==> src/health_pkg.sv <==
// constants for the health data readout block
package health_pkg;

	// task-file register addresses
	localparam logic [2:0] TF_ADDR_DATA       = 3'h0;
	localparam logic [2:0] TF_ADDR_FEATURES   = 3'h1;
	localparam logic [2:0] TF_ADDR_CYL_LOW    = 3'h4;
	localparam logic [2:0] TF_ADDR_CYL_HIGH   = 3'h5;
	localparam logic [2:0] TF_ADDR_DRIVE_SEL  = 3'h6;
	localparam logic [2:0] TF_ADDR_CMD_STATUS = 3'h7;

	// command and key values
	localparam logic [7:0] CMD_HEALTH      = 8'hB0;
	localparam logic [7:0] FEAT_READ_DATA  = 8'hD0;
	localparam logic [7:0] KEY_CYL_LOW     = 8'h4F;
	localparam logic [7:0] KEY_CYL_HIGH    = 8'hC2;

	// error register bit positions
	localparam int ERR_UNC_BIT   = 6;
	localparam int ERR_ID_NOT_FOUND_FLAG_BIT  = 4;
	localparam int ERR_ABORTED_FLAG_BIT  = 2;

	// status register bit positions
	localparam int STS_BUSY_BIT  = 7;
	localparam int STS_READY_BIT = 6;
	localparam int STS_FAULT_BIT = 5;
	localparam int STS_DRQ_BIT   = 3;
	localparam int STS_ERR_BIT   = 0;

	// structure layout, byte offsets
	localparam int STRUCT_BYTES       = 512;
	localparam int STRUCT_WORDS       = STRUCT_BYTES / 2;
	localparam int OFS_OFFLINE_STATUS = 362;
	localparam int OFS_SELFTEST       = 363;
	localparam int OFS_OFFLINE_TIME   = 364;
	localparam int OFS_OFFLINE_CAP    = 367;
	localparam int OFS_SMART_CAP      = 368;
	localparam int OFS_ERRLOG_CAP     = 370;
	localparam int OFS_POLL_SHORT     = 372;
	localparam int OFS_POLL_EXT       = 373;
	localparam int OFS_RSVD_FIRST     = 374;
	localparam int OFS_RSVD_LAST      = 385;
	localparam int OFS_CHECKSUM       = 511;

	// fixed content of the capability and polling bytes
	localparam logic [7:0]  OFFLINE_CAP_VAL  = 8'h19;
	localparam logic [15:0] SMART_CAP_VAL    = 16'h0003;
	localparam logic        ERRLOG_SUPPORTED = 1'b1;
	localparam logic [7:0]  POLL_SHORT_MIN   = 8'h02;
	localparam logic [7:0]  POLL_EXT_MIN     = 8'h0F;

	// off-line collection status codes
	localparam logic [6:0] OFFL_NEVER     = 7'h00;
	localparam logic [6:0] OFFL_DONE      = 7'h02;
	localparam logic [6:0] OFFL_SUSPENDED = 7'h04;
	localparam logic [6:0] OFFL_ABORT_HST = 7'h05;
	localparam logic [6:0] OFFL_ABORT_FTL = 7'h06;

	typedef enum logic [2:0] {
		REASON_NEVER     = 3'h0,
		REASON_DONE      = 3'h1,
		REASON_SUSPENDED = 3'h2,
		REASON_ABORT_HST = 3'h3,
		REASON_ABORT_FTL = 3'h4
	} offline_reason_t;

	// reset values
	localparam logic [7:0] ERROR_RESET     = 8'h00;
	localparam logic [7:0] DRIVE_SEL_RESET = 8'hA0;

endpackage

==> src/offline_status_enc.sv <==
// encodes the off-line collection status byte
`timescale 1ns/1ps
module offline_status_enc
	import health_pkg::*;
(
	input  wire logic [2:0] reason,
	input  wire logic       auto_on,
	output logic      [7:0] status_byte
);

	logic [6:0] code;

	always_comb begin
		// only legal codes are ever produced
		// no reserved codes
		unique case (reason)
			REASON_NEVER:     code = OFFL_NEVER;
			REASON_DONE:      code = OFFL_DONE;
			REASON_SUSPENDED: code = OFFL_SUSPENDED;
			REASON_ABORT_HST: code = OFFL_ABORT_HST;
			REASON_ABORT_FTL: code = OFFL_ABORT_FTL;
			default:          code = OFFL_NEVER;
		endcase
		status_byte = {auto_on, code};
	end

endmodule

==> src/checksum_acc.sv <==
// running byte sum and checksum of the structure
`timescale 1ns/1ps
module checksum_acc (
	input  wire logic       clk,
	input  wire logic       rst,
	input  wire logic       clear,
	input  wire logic       add_lo,
	input  wire logic       add_hi,
	input  wire logic [7:0] byte_lo,
	input  wire logic [7:0] byte_hi,
	output logic      [7:0] checksum
);

	logic [7:0] sum_q;
	logic [7:0] sum_d;

	always_comb begin
		sum_d = sum_q;
		if (add_lo) begin
			sum_d = 8'(sum_d + byte_lo);
		end
		if (add_hi) begin
			sum_d = 8'(sum_d + byte_hi);
		end
	end

	// overflow drops out by the 8-bit width
	always_ff @(posedge clk) begin
		if (rst || clear) begin
			sum_q <= 8'h00;
		end else begin
			sum_q <= sum_d;
		end
	end

	assign checksum = 8'(~sum_q + 8'h01);

endmodule

==> src/health_data_readout.sv <==
// health data readout command block behind the task-file registers
`timescale 1ns/1ps
// Function
// - abort on unsupported command, disabled monitoring, or bad feature/key registers
// - set uncorrectable flag, error bit 6, when stored data cannot be corrected
// - set id-not-found flag, error bit 4, on missing sector id or checksum error
// - set aborted flag, error bit 2, for abort causes or incompletable action
// - error completion clears busy bit 7 and sets ready bit 6
// - error completion sets device-fault bit, status bit 5
// - error completion clears data-request bit, status bit 3
// - error status bit 0 set whenever any error register bit is set
// - device-select bit keeps naming the selected device in error outputs
// - success returns exactly 512 bytes; vendor bytes hold vendor content (this block leaves them at zero)
// - off-line status byte 362, self-test byte 363, seconds at 364-365
// - off-line capability 367, monitoring capability 368-369, error-log capability 370
// - error-log capability bit 0 means logging supported, bits 7-1 reserved
// - short self-test poll minutes in 372, extended in 373
// - reserved bytes 374 through 385 read as zero
// - fixed bytes never change; variable bytes may follow device state
// - off-line status 00h/80h never started, 02h/82h completed cleanly
// - 04h/84h suspended, 05h/85h host abort, 06h/86h fatal abort
// - reserved status codes never reported; vendor ranges left to vendor
// - byte 511 is two's complement of byte sum 0 to 510
module health_data_readout
	import health_pkg::*;
(
	input  wire logic        REF_CLK,
	input  wire logic        RST,
	input  wire logic        TF_WR,
	input  wire logic        TF_RD,
	input  wire logic [2:0]  TF_ADDR,
	input  wire logic [7:0]  TF_WDATA,
	output logic      [15:0] TF_RDATA,
	input  wire logic        CMD_SUPPORTED,
	input  wire logic        SMART_ENABLED,
	input  wire logic        DATA_UNCORRECTABLE,
	input  wire logic        ID_NOT_FOUND,
	input  wire logic [2:0]  OFFLINE_REASON,
	input  wire logic        OFFLINE_AUTO,
	input  wire logic [7:0]  SELFTEST_STATUS,
	input  wire logic [15:0] OFFLINE_SECONDS
);

	typedef enum logic [1:0] {
		ST_IDLE  = 2'b00,
		ST_CHECK = 2'b01,
		ST_SUM   = 2'b11,
		ST_XFER  = 2'b10
	} state_t;

	state_t      state_q;
	state_t      state_d;

	logic [7:0]  features_q;
	logic [7:0]  cyl_low_q;
	logic [7:0]  cyl_high_q;
	logic [7:0]  drive_sel_q;
	logic [7:0]  error_q;
	logic        busy_q;
	logic        fault_q;
	logic        drq_q;
	logic [7:0]  word_idx_q;
	logic [15:0] rdata_q;
	logic        cmd_ok_q;

	// snapshot of the variable bytes, held for one whole readout
	logic [7:0]  offl_snap_q;
	logic [7:0]  self_snap_q;
	logic [15:0] secs_snap_q;
	logic [7:0]  offl_byte;

	logic        cmd_write;
	logic        data_read;
	logic        keys_ok;
	logic        last_word;
	logic [7:0]  checksum;
	logic [7:0]  status_reg;
	logic [7:0]  pair_byte [2];
	logic        abort_cause;
	logic        fail_cause;
	logic        sum_done;
	logic        xfer_done;

	// a command is taken while idle or transferring, never while busy
	assign cmd_write = TF_WR && (TF_ADDR == TF_ADDR_CMD_STATUS) && !busy_q;
	// of the data reads, only those during the transfer move the word pointer
	assign data_read = TF_RD && (TF_ADDR == TF_ADDR_DATA) && (state_q == ST_XFER);
	// word 255 carries byte 510 and the checksum
	assign last_word = (word_idx_q == 8'(STRUCT_WORDS - 1));

	assign keys_ok = (features_q == FEAT_READ_DATA) && (cyl_low_q == KEY_CYL_LOW)
	              && (cyl_high_q == KEY_CYL_HIGH);

	// any abort cause ends the command before the stored data is looked at
	assign abort_cause = !(cmd_ok_q && CMD_SUPPORTED && SMART_ENABLED && keys_ok);
	// a legal request can still fail on the stored data itself
	assign fail_cause  = abort_cause || DATA_UNCORRECTABLE || ID_NOT_FOUND;
	assign sum_done    = (state_q == ST_SUM) && last_word;
	assign xfer_done   = data_read && last_word;

	offline_status_enc i_offline_status_enc (
		.reason      (OFFLINE_REASON),
		.auto_on     (OFFLINE_AUTO),
		.status_byte (offl_byte)
	);

	// structure bytes for the even and odd byte of the current word
	// vendor bytes are left at zero; a product fills them in this case
	generate
		for (genvar g = 0; g < 2; g++) begin : g_lane
			logic [8:0] idx;
			assign idx = {word_idx_q, 1'(g)};
			always_comb begin
				unique case (int'(idx))
					OFS_OFFLINE_STATUS:   pair_byte[g] = offl_snap_q;
					OFS_SELFTEST:         pair_byte[g] = self_snap_q;
					// low byte at the lower offset
					OFS_OFFLINE_TIME:     pair_byte[g] = secs_snap_q[7:0];
					OFS_OFFLINE_TIME + 1: pair_byte[g] = secs_snap_q[15:8];
					OFS_OFFLINE_CAP:      pair_byte[g] = OFFLINE_CAP_VAL;
					OFS_SMART_CAP:        pair_byte[g] = SMART_CAP_VAL[7:0];
					OFS_SMART_CAP + 1:    pair_byte[g] = SMART_CAP_VAL[15:8];
					OFS_ERRLOG_CAP:       pair_byte[g] = {7'h00, ERRLOG_SUPPORTED};
					OFS_POLL_SHORT:       pair_byte[g] = POLL_SHORT_MIN;
					OFS_POLL_EXT:         pair_byte[g] = POLL_EXT_MIN;
					OFS_CHECKSUM:         pair_byte[g] = checksum;
					// reserved and vendor bytes read zero
					default:              pair_byte[g] = 8'h00;
				endcase
			end
		end
	endgenerate

	// sums every byte but the checksum during the pass before transfer
	checksum_acc i_checksum_acc (
		.clk      (REF_CLK),
		.rst      (RST),
		.clear    (state_q == ST_CHECK),
		.add_lo   (state_q == ST_SUM),
		.add_hi   ((state_q == ST_SUM) && !last_word),
		.byte_lo  (pair_byte[0]),
		.byte_hi  (pair_byte[1]),
		.checksum (checksum)
	);

	// host-written task-file registers
	always_ff @(posedge REF_CLK) begin
		if (RST) begin
			features_q  <= 8'h00;
			cyl_low_q   <= 8'h00;
			cyl_high_q  <= 8'h00;
			drive_sel_q <= DRIVE_SEL_RESET;
		end else if (TF_WR && !busy_q) begin
			// writes while busy are dropped so the running command keeps its operands
			unique case (TF_ADDR)
				TF_ADDR_FEATURES:  features_q  <= TF_WDATA;
				TF_ADDR_CYL_LOW:   cyl_low_q   <= TF_WDATA;
				TF_ADDR_CYL_HIGH:  cyl_high_q  <= TF_WDATA;
				// device select stays as the host wrote it
				TF_ADDR_DRIVE_SEL: drive_sel_q <= TF_WDATA;
				default: begin
				end
			endcase
		end
	end

	always_comb begin
		state_d = state_q;
		unique case (state_q)
			ST_IDLE: begin
				if (cmd_write) begin
					state_d = ST_CHECK;
				end
			end
			ST_CHECK: begin
				if (fail_cause) begin
					state_d = ST_IDLE;
				end else begin
					state_d = ST_SUM;
				end
			end
			ST_SUM: begin
				if (last_word) begin
					state_d = ST_XFER;
				end
			end
			ST_XFER: begin
				// a new command mid-transfer restarts; the host loses the rest of the structure
				if (cmd_write) begin
					state_d = ST_CHECK;
				end else if (data_read && last_word) begin
					state_d = ST_IDLE;
				end
			end
		endcase
	end

	// opcode of the last command, compared when written so the check cycle only sees the registered result
	always_ff @(posedge REF_CLK) begin
		if (RST) begin
			cmd_ok_q <= 1'b0;
		end else if (cmd_write) begin
			cmd_ok_q <= (TF_WDATA == CMD_HEALTH);
		end
	end

	// state register
	always_ff @(posedge REF_CLK) begin
		if (RST) begin
			state_q <= ST_IDLE;
		end else begin
			state_q <= state_d;
		end
	end

	// error register: cleared by an accepted command, loaded in the check cycle
	always_ff @(posedge REF_CLK) begin
		if (RST) begin
			error_q <= ERROR_RESET;
		end else if (cmd_write) begin
			error_q <= ERROR_RESET;
		end else if (state_q == ST_CHECK) begin
			if (abort_cause) begin
				error_q[ERR_ABORTED_FLAG_BIT] <= 1'b1;
			end else begin
				error_q[ERR_UNC_BIT]  <= DATA_UNCORRECTABLE;
				error_q[ERR_ID_NOT_FOUND_FLAG_BIT] <= ID_NOT_FOUND;
			end
		end
	end

	// busy from the accepted command until completion, good or bad
	always_ff @(posedge REF_CLK) begin
		if (RST) begin
			busy_q <= 1'b0;
		end else if (cmd_write) begin
			busy_q <= 1'b1;
		end else if ((state_q == ST_CHECK) && fail_cause) begin
			// completion: busy low, ready stays high
			busy_q <= 1'b0;
		end else if (sum_done) begin
			// good path: busy drops as the data request rises
			busy_q <= 1'b0;
		end
	end

	// fault stays up until the next accepted command clears it
	always_ff @(posedge REF_CLK) begin
		if (RST) begin
			fault_q <= 1'b0;
		end else if (cmd_write) begin
			fault_q <= 1'b0;
		end else if ((state_q == ST_CHECK) && fail_cause) begin
			fault_q <= 1'b1;
		end
	end

	// data request rises only once the checksum is known, before the first read
	always_ff @(posedge REF_CLK) begin
		if (RST) begin
			drq_q <= 1'b0;
		end else if (cmd_write) begin
			drq_q <= 1'b0;
		end else if ((state_q == ST_CHECK) && fail_cause) begin
			drq_q <= 1'b0;
		end else if (sum_done) begin
			drq_q <= 1'b1;
		end else if (xfer_done) begin
			drq_q <= 1'b0;
		end
	end

	// variable bytes frozen at command start, fixed bytes are constants
	always_ff @(posedge REF_CLK) begin
		if (RST) begin
			offl_snap_q <= 8'h00;
			self_snap_q <= 8'h00;
			secs_snap_q <= 16'h0000;
		end else if (state_q == ST_CHECK) begin
			offl_snap_q <= offl_byte;
			self_snap_q <= SELFTEST_STATUS;
			secs_snap_q <= OFFLINE_SECONDS;
		end
	end

	// word pointer walks all 256 words, once summing, once sending
	always_ff @(posedge REF_CLK) begin
		if (RST) begin
			word_idx_q <= 8'h00;
		end else if (state_q == ST_CHECK) begin
			word_idx_q <= 8'h00;
		end else if ((state_q == ST_SUM) || data_read) begin
			// wraps from 255 to 0, ready for the next pass
			word_idx_q <= 8'(word_idx_q + 8'h01);
		end
	end

	always_comb begin
		status_reg = 8'h00;
		status_reg[STS_BUSY_BIT]  = busy_q;
		// ready never drops: any state takes a new command once busy is low
		status_reg[STS_READY_BIT] = 1'b1;
		status_reg[STS_FAULT_BIT] = fault_q;
		status_reg[STS_DRQ_BIT]   = drq_q;
		status_reg[STS_ERR_BIT]   = |error_q;
	end

	// read data one cycle after the strobe
	always_ff @(posedge REF_CLK) begin
		if (RST) begin
			rdata_q <= 16'h0000;
		end else if (TF_RD) begin
			// a data read outside the transfer returns zero and leaves the pointer alone
			unique case (TF_ADDR)
				// even byte on the low lane
				TF_ADDR_DATA:       rdata_q <= data_read ? {pair_byte[1], pair_byte[0]} : 16'h0000;
				TF_ADDR_FEATURES:   rdata_q <= {8'h00, error_q};
				TF_ADDR_CYL_LOW:    rdata_q <= {8'h00, cyl_low_q};
				TF_ADDR_CYL_HIGH:   rdata_q <= {8'h00, cyl_high_q};
				TF_ADDR_DRIVE_SEL:  rdata_q <= {8'h00, drive_sel_q};
				TF_ADDR_CMD_STATUS: rdata_q <= {8'h00, status_reg};
				default:            rdata_q <= 16'h0000;
			endcase
		end
	end

	assign TF_RDATA = rdata_q;

endmodule

==> config.mk <==
export PLATFORM = sky130hd
export DESIGN_NAME = health_data_readout
export DESIGN_NICKNAME = d
export VERILOG_FILES = /design/src/health_pkg.sv /design/src/offline_status_enc.sv /design/src/checksum_acc.sv /design/src/health_data_readout.sv
export SDC_FILE = /design/constraint.sdc
export NUM_CORES = 1
export LEC_CHECK = 0
export BUFFER_PORTS_ARGS = -buffer_cell sky130_fd_sc_hd__clkbuf_2
export CORE_MARGIN = 3
export CORE_UTILIZATION = 37
export CTS_BUF_LIST = sky130_fd_sc_hd__clkbuf_8
export DETAILED_ROUTE_END_ITERATION = 12
export PLACE_DENSITY_LB_ADDON = 0.3
export SLEW_MARGIN = 30
export SYNTH_ARGS = -nofsm -noshare
export SYNTH_HDL_FRONTEND = slang
export SYNTH_HIERARCHICAL = 1
export SYNTH_SLANG_ARGS = --single-unit
==> constraint.sdc <==
create_clock -name REF_CLK -period 9.29 [get_ports REF_CLK]
set_clock_uncertainty 0.15 [all_clocks]
set_input_delay 0.4645 -clock REF_CLK [delete_from_list [all_inputs] [get_ports REF_CLK]]
set_output_delay 0.4645 -clock REF_CLK [all_outputs]
set_load 0.1 [all_outputs]
== Word level (Yosys, flattened, before mapping) ==
Index checks and enable logic that the tools add are counted.

* Equality and inequality tests: 26
* Mux-type cells: 18
* Reductions and logical operators: 36
* Add/sub/neg operators: 4
* Bitwise gates (word level): 2

{| class="wikitable"
|+ Operator list
! kind !! number
|-
| case mux 16 bit (6 select lines) || 1
|-
| == test 8 bit, second input constant || 10
|-
| case mux 8 bit (5 select lines) || 2
|-
| adder 8 x 1 -> 8 bit, second input constant || 2
|-
| adder 8 bit || 2
|-
| 2-to-1 mux 16 bit || 1
|-
| 2-to-1 mux 8 bit || 2
|-
| == test 3 bit, second input constant || 5
|-
| logical AND 1 bit || 14
|-
| case mux 3 bit (4 select lines) || 1
|-
| AND reduction 2 bit || 6
|-
| 2-to-1 mux 2 bit || 5
|-
| == test 8 x 7 -> 1 bit, second input constant || 1
|-
| inverter 8 bit || 1
|-
| case mux 2 bit (4 select lines) || 1
|-
| == test 3 x 1 -> 1 bit, second input constant || 2
|-
| == test 3 x 2 -> 1 bit, second input constant || 2
|-
| OR reduction 3 bit || 2
|-
| 2-to-1 mux 1 bit || 5
|-
| == test 2 bit, second input constant || 2
|-
| logical OR 1 bit || 4
|-
| != test 2 bit, second input constant || 2
|-
| OR reduction 2 bit || 2
|-
| logical NOT 1 bit || 3
|-
| 8 further kinds || 8
|}

* Register bits: 105
* Word-level logic and storage cells: 103

== Longest topological paths before layout ==
* Depth after elaboration: 10
* Gate-level depth with buffers: 20

== Hierarchy ==
The synthesis kept the hierarchy.

{| class="wikitable"
|+ By module, submodules not included
! module !! instances !! cells an instance !! area an instance (µm²)
|-
| health_data_readout || 1 || 510 || 4,450.5
|-
| checksum_acc || 1 || 142 || 1,117.3
|-
| offline_status_enc || 1 || 11 || 82.6
|}

== Least setup slack after synthesis ==
OpenSTA, ideal clock, no wires.

* Kind: flip-flop to flip-flop
* Start point: register word_idx_q[1]
* End point: register i_checksum_acc.sum_q[7]
* Period minus slack after synthesis: 4.438 ns
* Arrival time: 4.217 ns
* Required time: 9.068 ns
* Buffers on the path: 2
* Path slack: 4.852 ns
* Stages on the path, launching flop included: 21
* Library setup time: 0.072 ns
* Cell sequence: dfxtp_1 > inv_1 > ha_1 > clkbuf_1 > clkbuf_1 > o21ai_0 > o22ai_1 > and2_1 > ha_1 > fa_1 > a21o_1 > a21o_1 > xor2_1 > mux2_2 > ha_1 > nand3_1 > o21bai_1 > or4b_1 > a21o_1 > a21o_1 > mux2i_1

{| class="wikitable"
|+ RTL lines
! element !! line !! source
|-
| start: declaration || health_data_readout.sv:62 || <nowiki>logic [7:0] word_idx_q;</nowiki>
|-
| start signal: assignment || health_data_readout.sv:294 || <nowiki>word_idx_q <= 8'(word_idx_q + 8'h01);</nowiki>
|-
| end signal: assignment || checksum_acc.sv:32 || <nowiki>sum_q <= sum_d;</nowiki>
|-
| end: declaration || checksum_acc.sv:14 || <nowiki>logic [7:0] sum_q;</nowiki>
|}

==> flow_summary_export.csv <==
group,metric,value,unit
worst_setup_path,crit_path_start_kind,"flip-flop",
worst_setup_path,end_kind,"flip-flop",
cts,insertion_delay,0.40,ns
pwr,finalPower,829.2,uW
cts,h-tree-depth,3,
final_layout,antennaDiodeCount,0,
worst_setup_path,cp_num_buf_inv,1,
pwr,p_switching,220.4,uW
routing,first_pass_iters,6,
logic_synthesis,yosys.cell_count.top_type,"dfxtp_1",
routing,route.top_layer_used,"met4",
timing,finalHoldViolations,0,
pwr,pwr-share-seq,55.5,%
routing,dr.first_iter.drc_count,409,
placed_design,routabilityCongestion,0.8679,
placed_design,dp_hpwl,10940,um
logic_synthesis,async_flop_share,0,%
cts,numClockSinks,105,
routing,met3_length,806,um
global_routing,grt_overflow,0,
routing,remaining_drc_errors,0,
die,io_pins,63,
logic_synthesis,avgSynthCellArea,8.523,sq um
timing,finalCritPeriodShare,51.67,%
die,die-area,0.01679,sq mm
global_routing,grt_max_degree,79,
pwr,p_sw_share,26.58,%
timing,fmax,208.3,MHz
routing,dr_total_vias,4935,
logic_synthesis,ys_warn_count,6,
placed_design,dpl.cell_count,868,
global_routing,antenna_found_initial,0,
global_routing,grt_use_total,18.41,%
pwr,p_per_area,133.4,mW/mm^2
cts,tritoncts,"built",
logic_synthesis,synth_edf_count,0,
global_routing,grt_pass1_vias,4767,
routing,met1_length,6543,um
timing,setup_violations,0,
placed_design,numPortBuffers,62,
routing,wire_per_inst,16.84,um
cts,ctsResizeCount,0,
worst_setup_path,slowest_delay,0.51,ns
timing,finalMaxSlewViolations,0,
worst_setup_path,critPathMostFrequentCell,"a21o_1",
logic_synthesis,yosys-top-cells-count,"dfxtp_1, nand2_1, a21oi_1, nor2_1",
final_layout,nets,764,
timing,tns,0,ns
worst_setup_path,required,9.46,ns
worst_setup_path,path_class,"flip-flop to flip-flop",
timing,tightest_slew,0.9385,ns
logic_synthesis,syn_area,0.005650,sq mm
global_routing,grt_pass1_wl,24540,um
final_layout,drive_above_1_share,14.57,%
logic_synthesis,synth-main-ff-cell,"dfxtp_1",
pwr,cellLeakagePower,0.002482,uW
min_path,min-delay-path-class,"input pin to flip-flop",
die,placementRows,44,
final_layout,fin_util,42.13,%
cts,clock-root-buffer,"clkbuf_8",
worst_setup_path,crit_family,"adder cells",
die,coreArea,0.01475,sq mm
cts,cts_buffers,9,
timing,rsz0062_at_grt,"false",
pwr,p_int,608.9,uW
pwr,pwr-share-comb,7.6,%
logic_synthesis,ys_seq_area_share,37.20,%
logic_synthesis,synth_top_area_share,37.20,%
logic_synthesis,synth_area_leaders,"dfxtp_1, nand2_1, a21oi_1",
run_status,run_status,"complete, no violations",
logic_synthesis,ys_ff_latch,105,
die,initial_utilization,38.30,%
cts,cts_hold_buffers,0,
logic_synthesis,synth_cell_types,72,
routing,wl,14890,um
pwr,clkPwrFrac,36.8,%
worst_setup_path,crit_slowest_cell,"or4b_1",
routing,vias_per_cell,5.583,
cts,postCtsSetupRepairBufs,0,
routing,route.met2.wl,7320,um
cts,clk_pin_slew,0.11,ns
timing,slew_headroom,37.20,%
cts,cts_buffer_depth,2,
final_layout,area_growth,10.01,%
logic_synthesis,syn_inst,663,
die,die_height,129.6,um
pwr,peakVddDrop,0.1013,mV
routing,drtAntennaViolNets,0,
final_layout,final-instance-count-excl-fill,884,
timing,period_needed,4.800,ns
die,chipWidth,129.6,um
worst_setup_path,cp.arrival,4.97,ns
worst_setup_path,path_cells,"inv_1 -> ha_1 -> a22oi_1 -> o22ai_1 -> and2_1 -> ha_1 -> fa_1 -> a21o_1 -> a21o_1 -> xor2_1 -> mux2_2 -> ha_1 -> nand3_1 -> o21bai_1 -> or4b_1 -> a21o_1 -> a21o_1 -> mux2i_1",
job,cap_violations,0,
worst_setup_path,critPathMaxFanout,18,
logic_synthesis,yosysTopAreaCell,"dfxtp_1",
[layout make-up]
cell class                 count  area [sq um]
fill                        1444          8538
multi-input combinational    502          3296
sequential                   105          2102
timing repair buffer          65         332.8
tap                          184         230.2
clock buffer                   9         123.9
clock inverter                 7         86.33
inverter                      12         45.04
[power by group through the flow]
stage | Combinational, uW | Sequential [uW] | Clock, uW
floorplan | 35.3 | 478 | 0
global placement | 62.2 | 471 | 0
detailed placement | 63.2 | 471 | 0
CTS | 63.4 | 461 | 313
global route | 68.8 | 462 | 336
finish | 63.3 | 461 | 305
[logic make-up after synthesis]
group / share of synthesized area, %
other: 0.06637
muxes: 7.639
xor gates and xnor gates: 3.255
AOI/OAI and AO/OA: 20.39
DFF: 37.20
buffers and inverters: 4.761
and+or+nand+nor: 21.55
adders and majority gates: 5.137
[metal layers]
layer	GRT usage, %	vias up
li1	-	2432
met1	23.65	2350
met2	31.39	133
met3	4.163	20
met4	4.584	0
met5	0	-
[worst register-to-register path: stages (launching register included)]
cell and delay, ns:
dfxtp_1 0.42, inv_1 0.11, ha_1 0.42, a22oi_1 0.23
o22ai_1 0.14, and2_1 0.20, ha_1 0.22, fa_1 0.46
a21o_1 0.18, a21o_1 0.19, xor2_1 0.14, mux2_2 0.28
ha_1 0.35, nand3_1 0.12, o21bai_1 0.09, or4b_1 0.51
a21o_1 0.20, a21o_1 0.18, mux2i_1 0.14
[cells in the final DEF, fill, tap and decap left out, types with 7 or more instances in the layout]
master,netlist,routed
nand2_1,95,95
a22oi_1,16,16
nor3_1,14,14
o2bb2ai_1,7,7
xnor2_1,10,10
o21ai_0,30,30
nor2_1,55,55
nand2b_1,7,7
inv_1,11,11
xor2_1,11,11
a21o_1,9,9
a22o_1,11,11
dfxtp_1,105,105
clkbuf_8,0,9
a21oi_1,60,60
mux2i_1,30,30
clkbuf_2,1,62
nor2b_1,8,8
ha_1,20,20
[metrics by stage]
stage                     hold WS [ns]  setup slack (ns)  cell area (sq um)
final                           0.1260             4.490               6216
after global routing            0.1084             4.252               6216
after CTS                       0.1073             4.536               6211
after detailed placement        0.2939             4.570               6001
after global placement          0.2934             4.768               6001
after floorplan                 0.2723             4.852               5662
[path summary, 6_finish.rpt]
kind / from / to / slack [ns] / cells after the start
setup reg to reg: word_idx_q[0] / i_checksum_acc/sum_q[7] / 4.49 / 18
hold / removal: SELFTEST_STATUS[7] / self_snap_q[7] / 0.13 / 3
hold reg to reg: secs_snap_q[6] / secs_snap_q[6] / 0.31 / 2
setup / recovery: word_idx_q[0] / i_checksum_acc/sum_q[7] / 4.49 / 18
(Power assumes the default switching activity.)
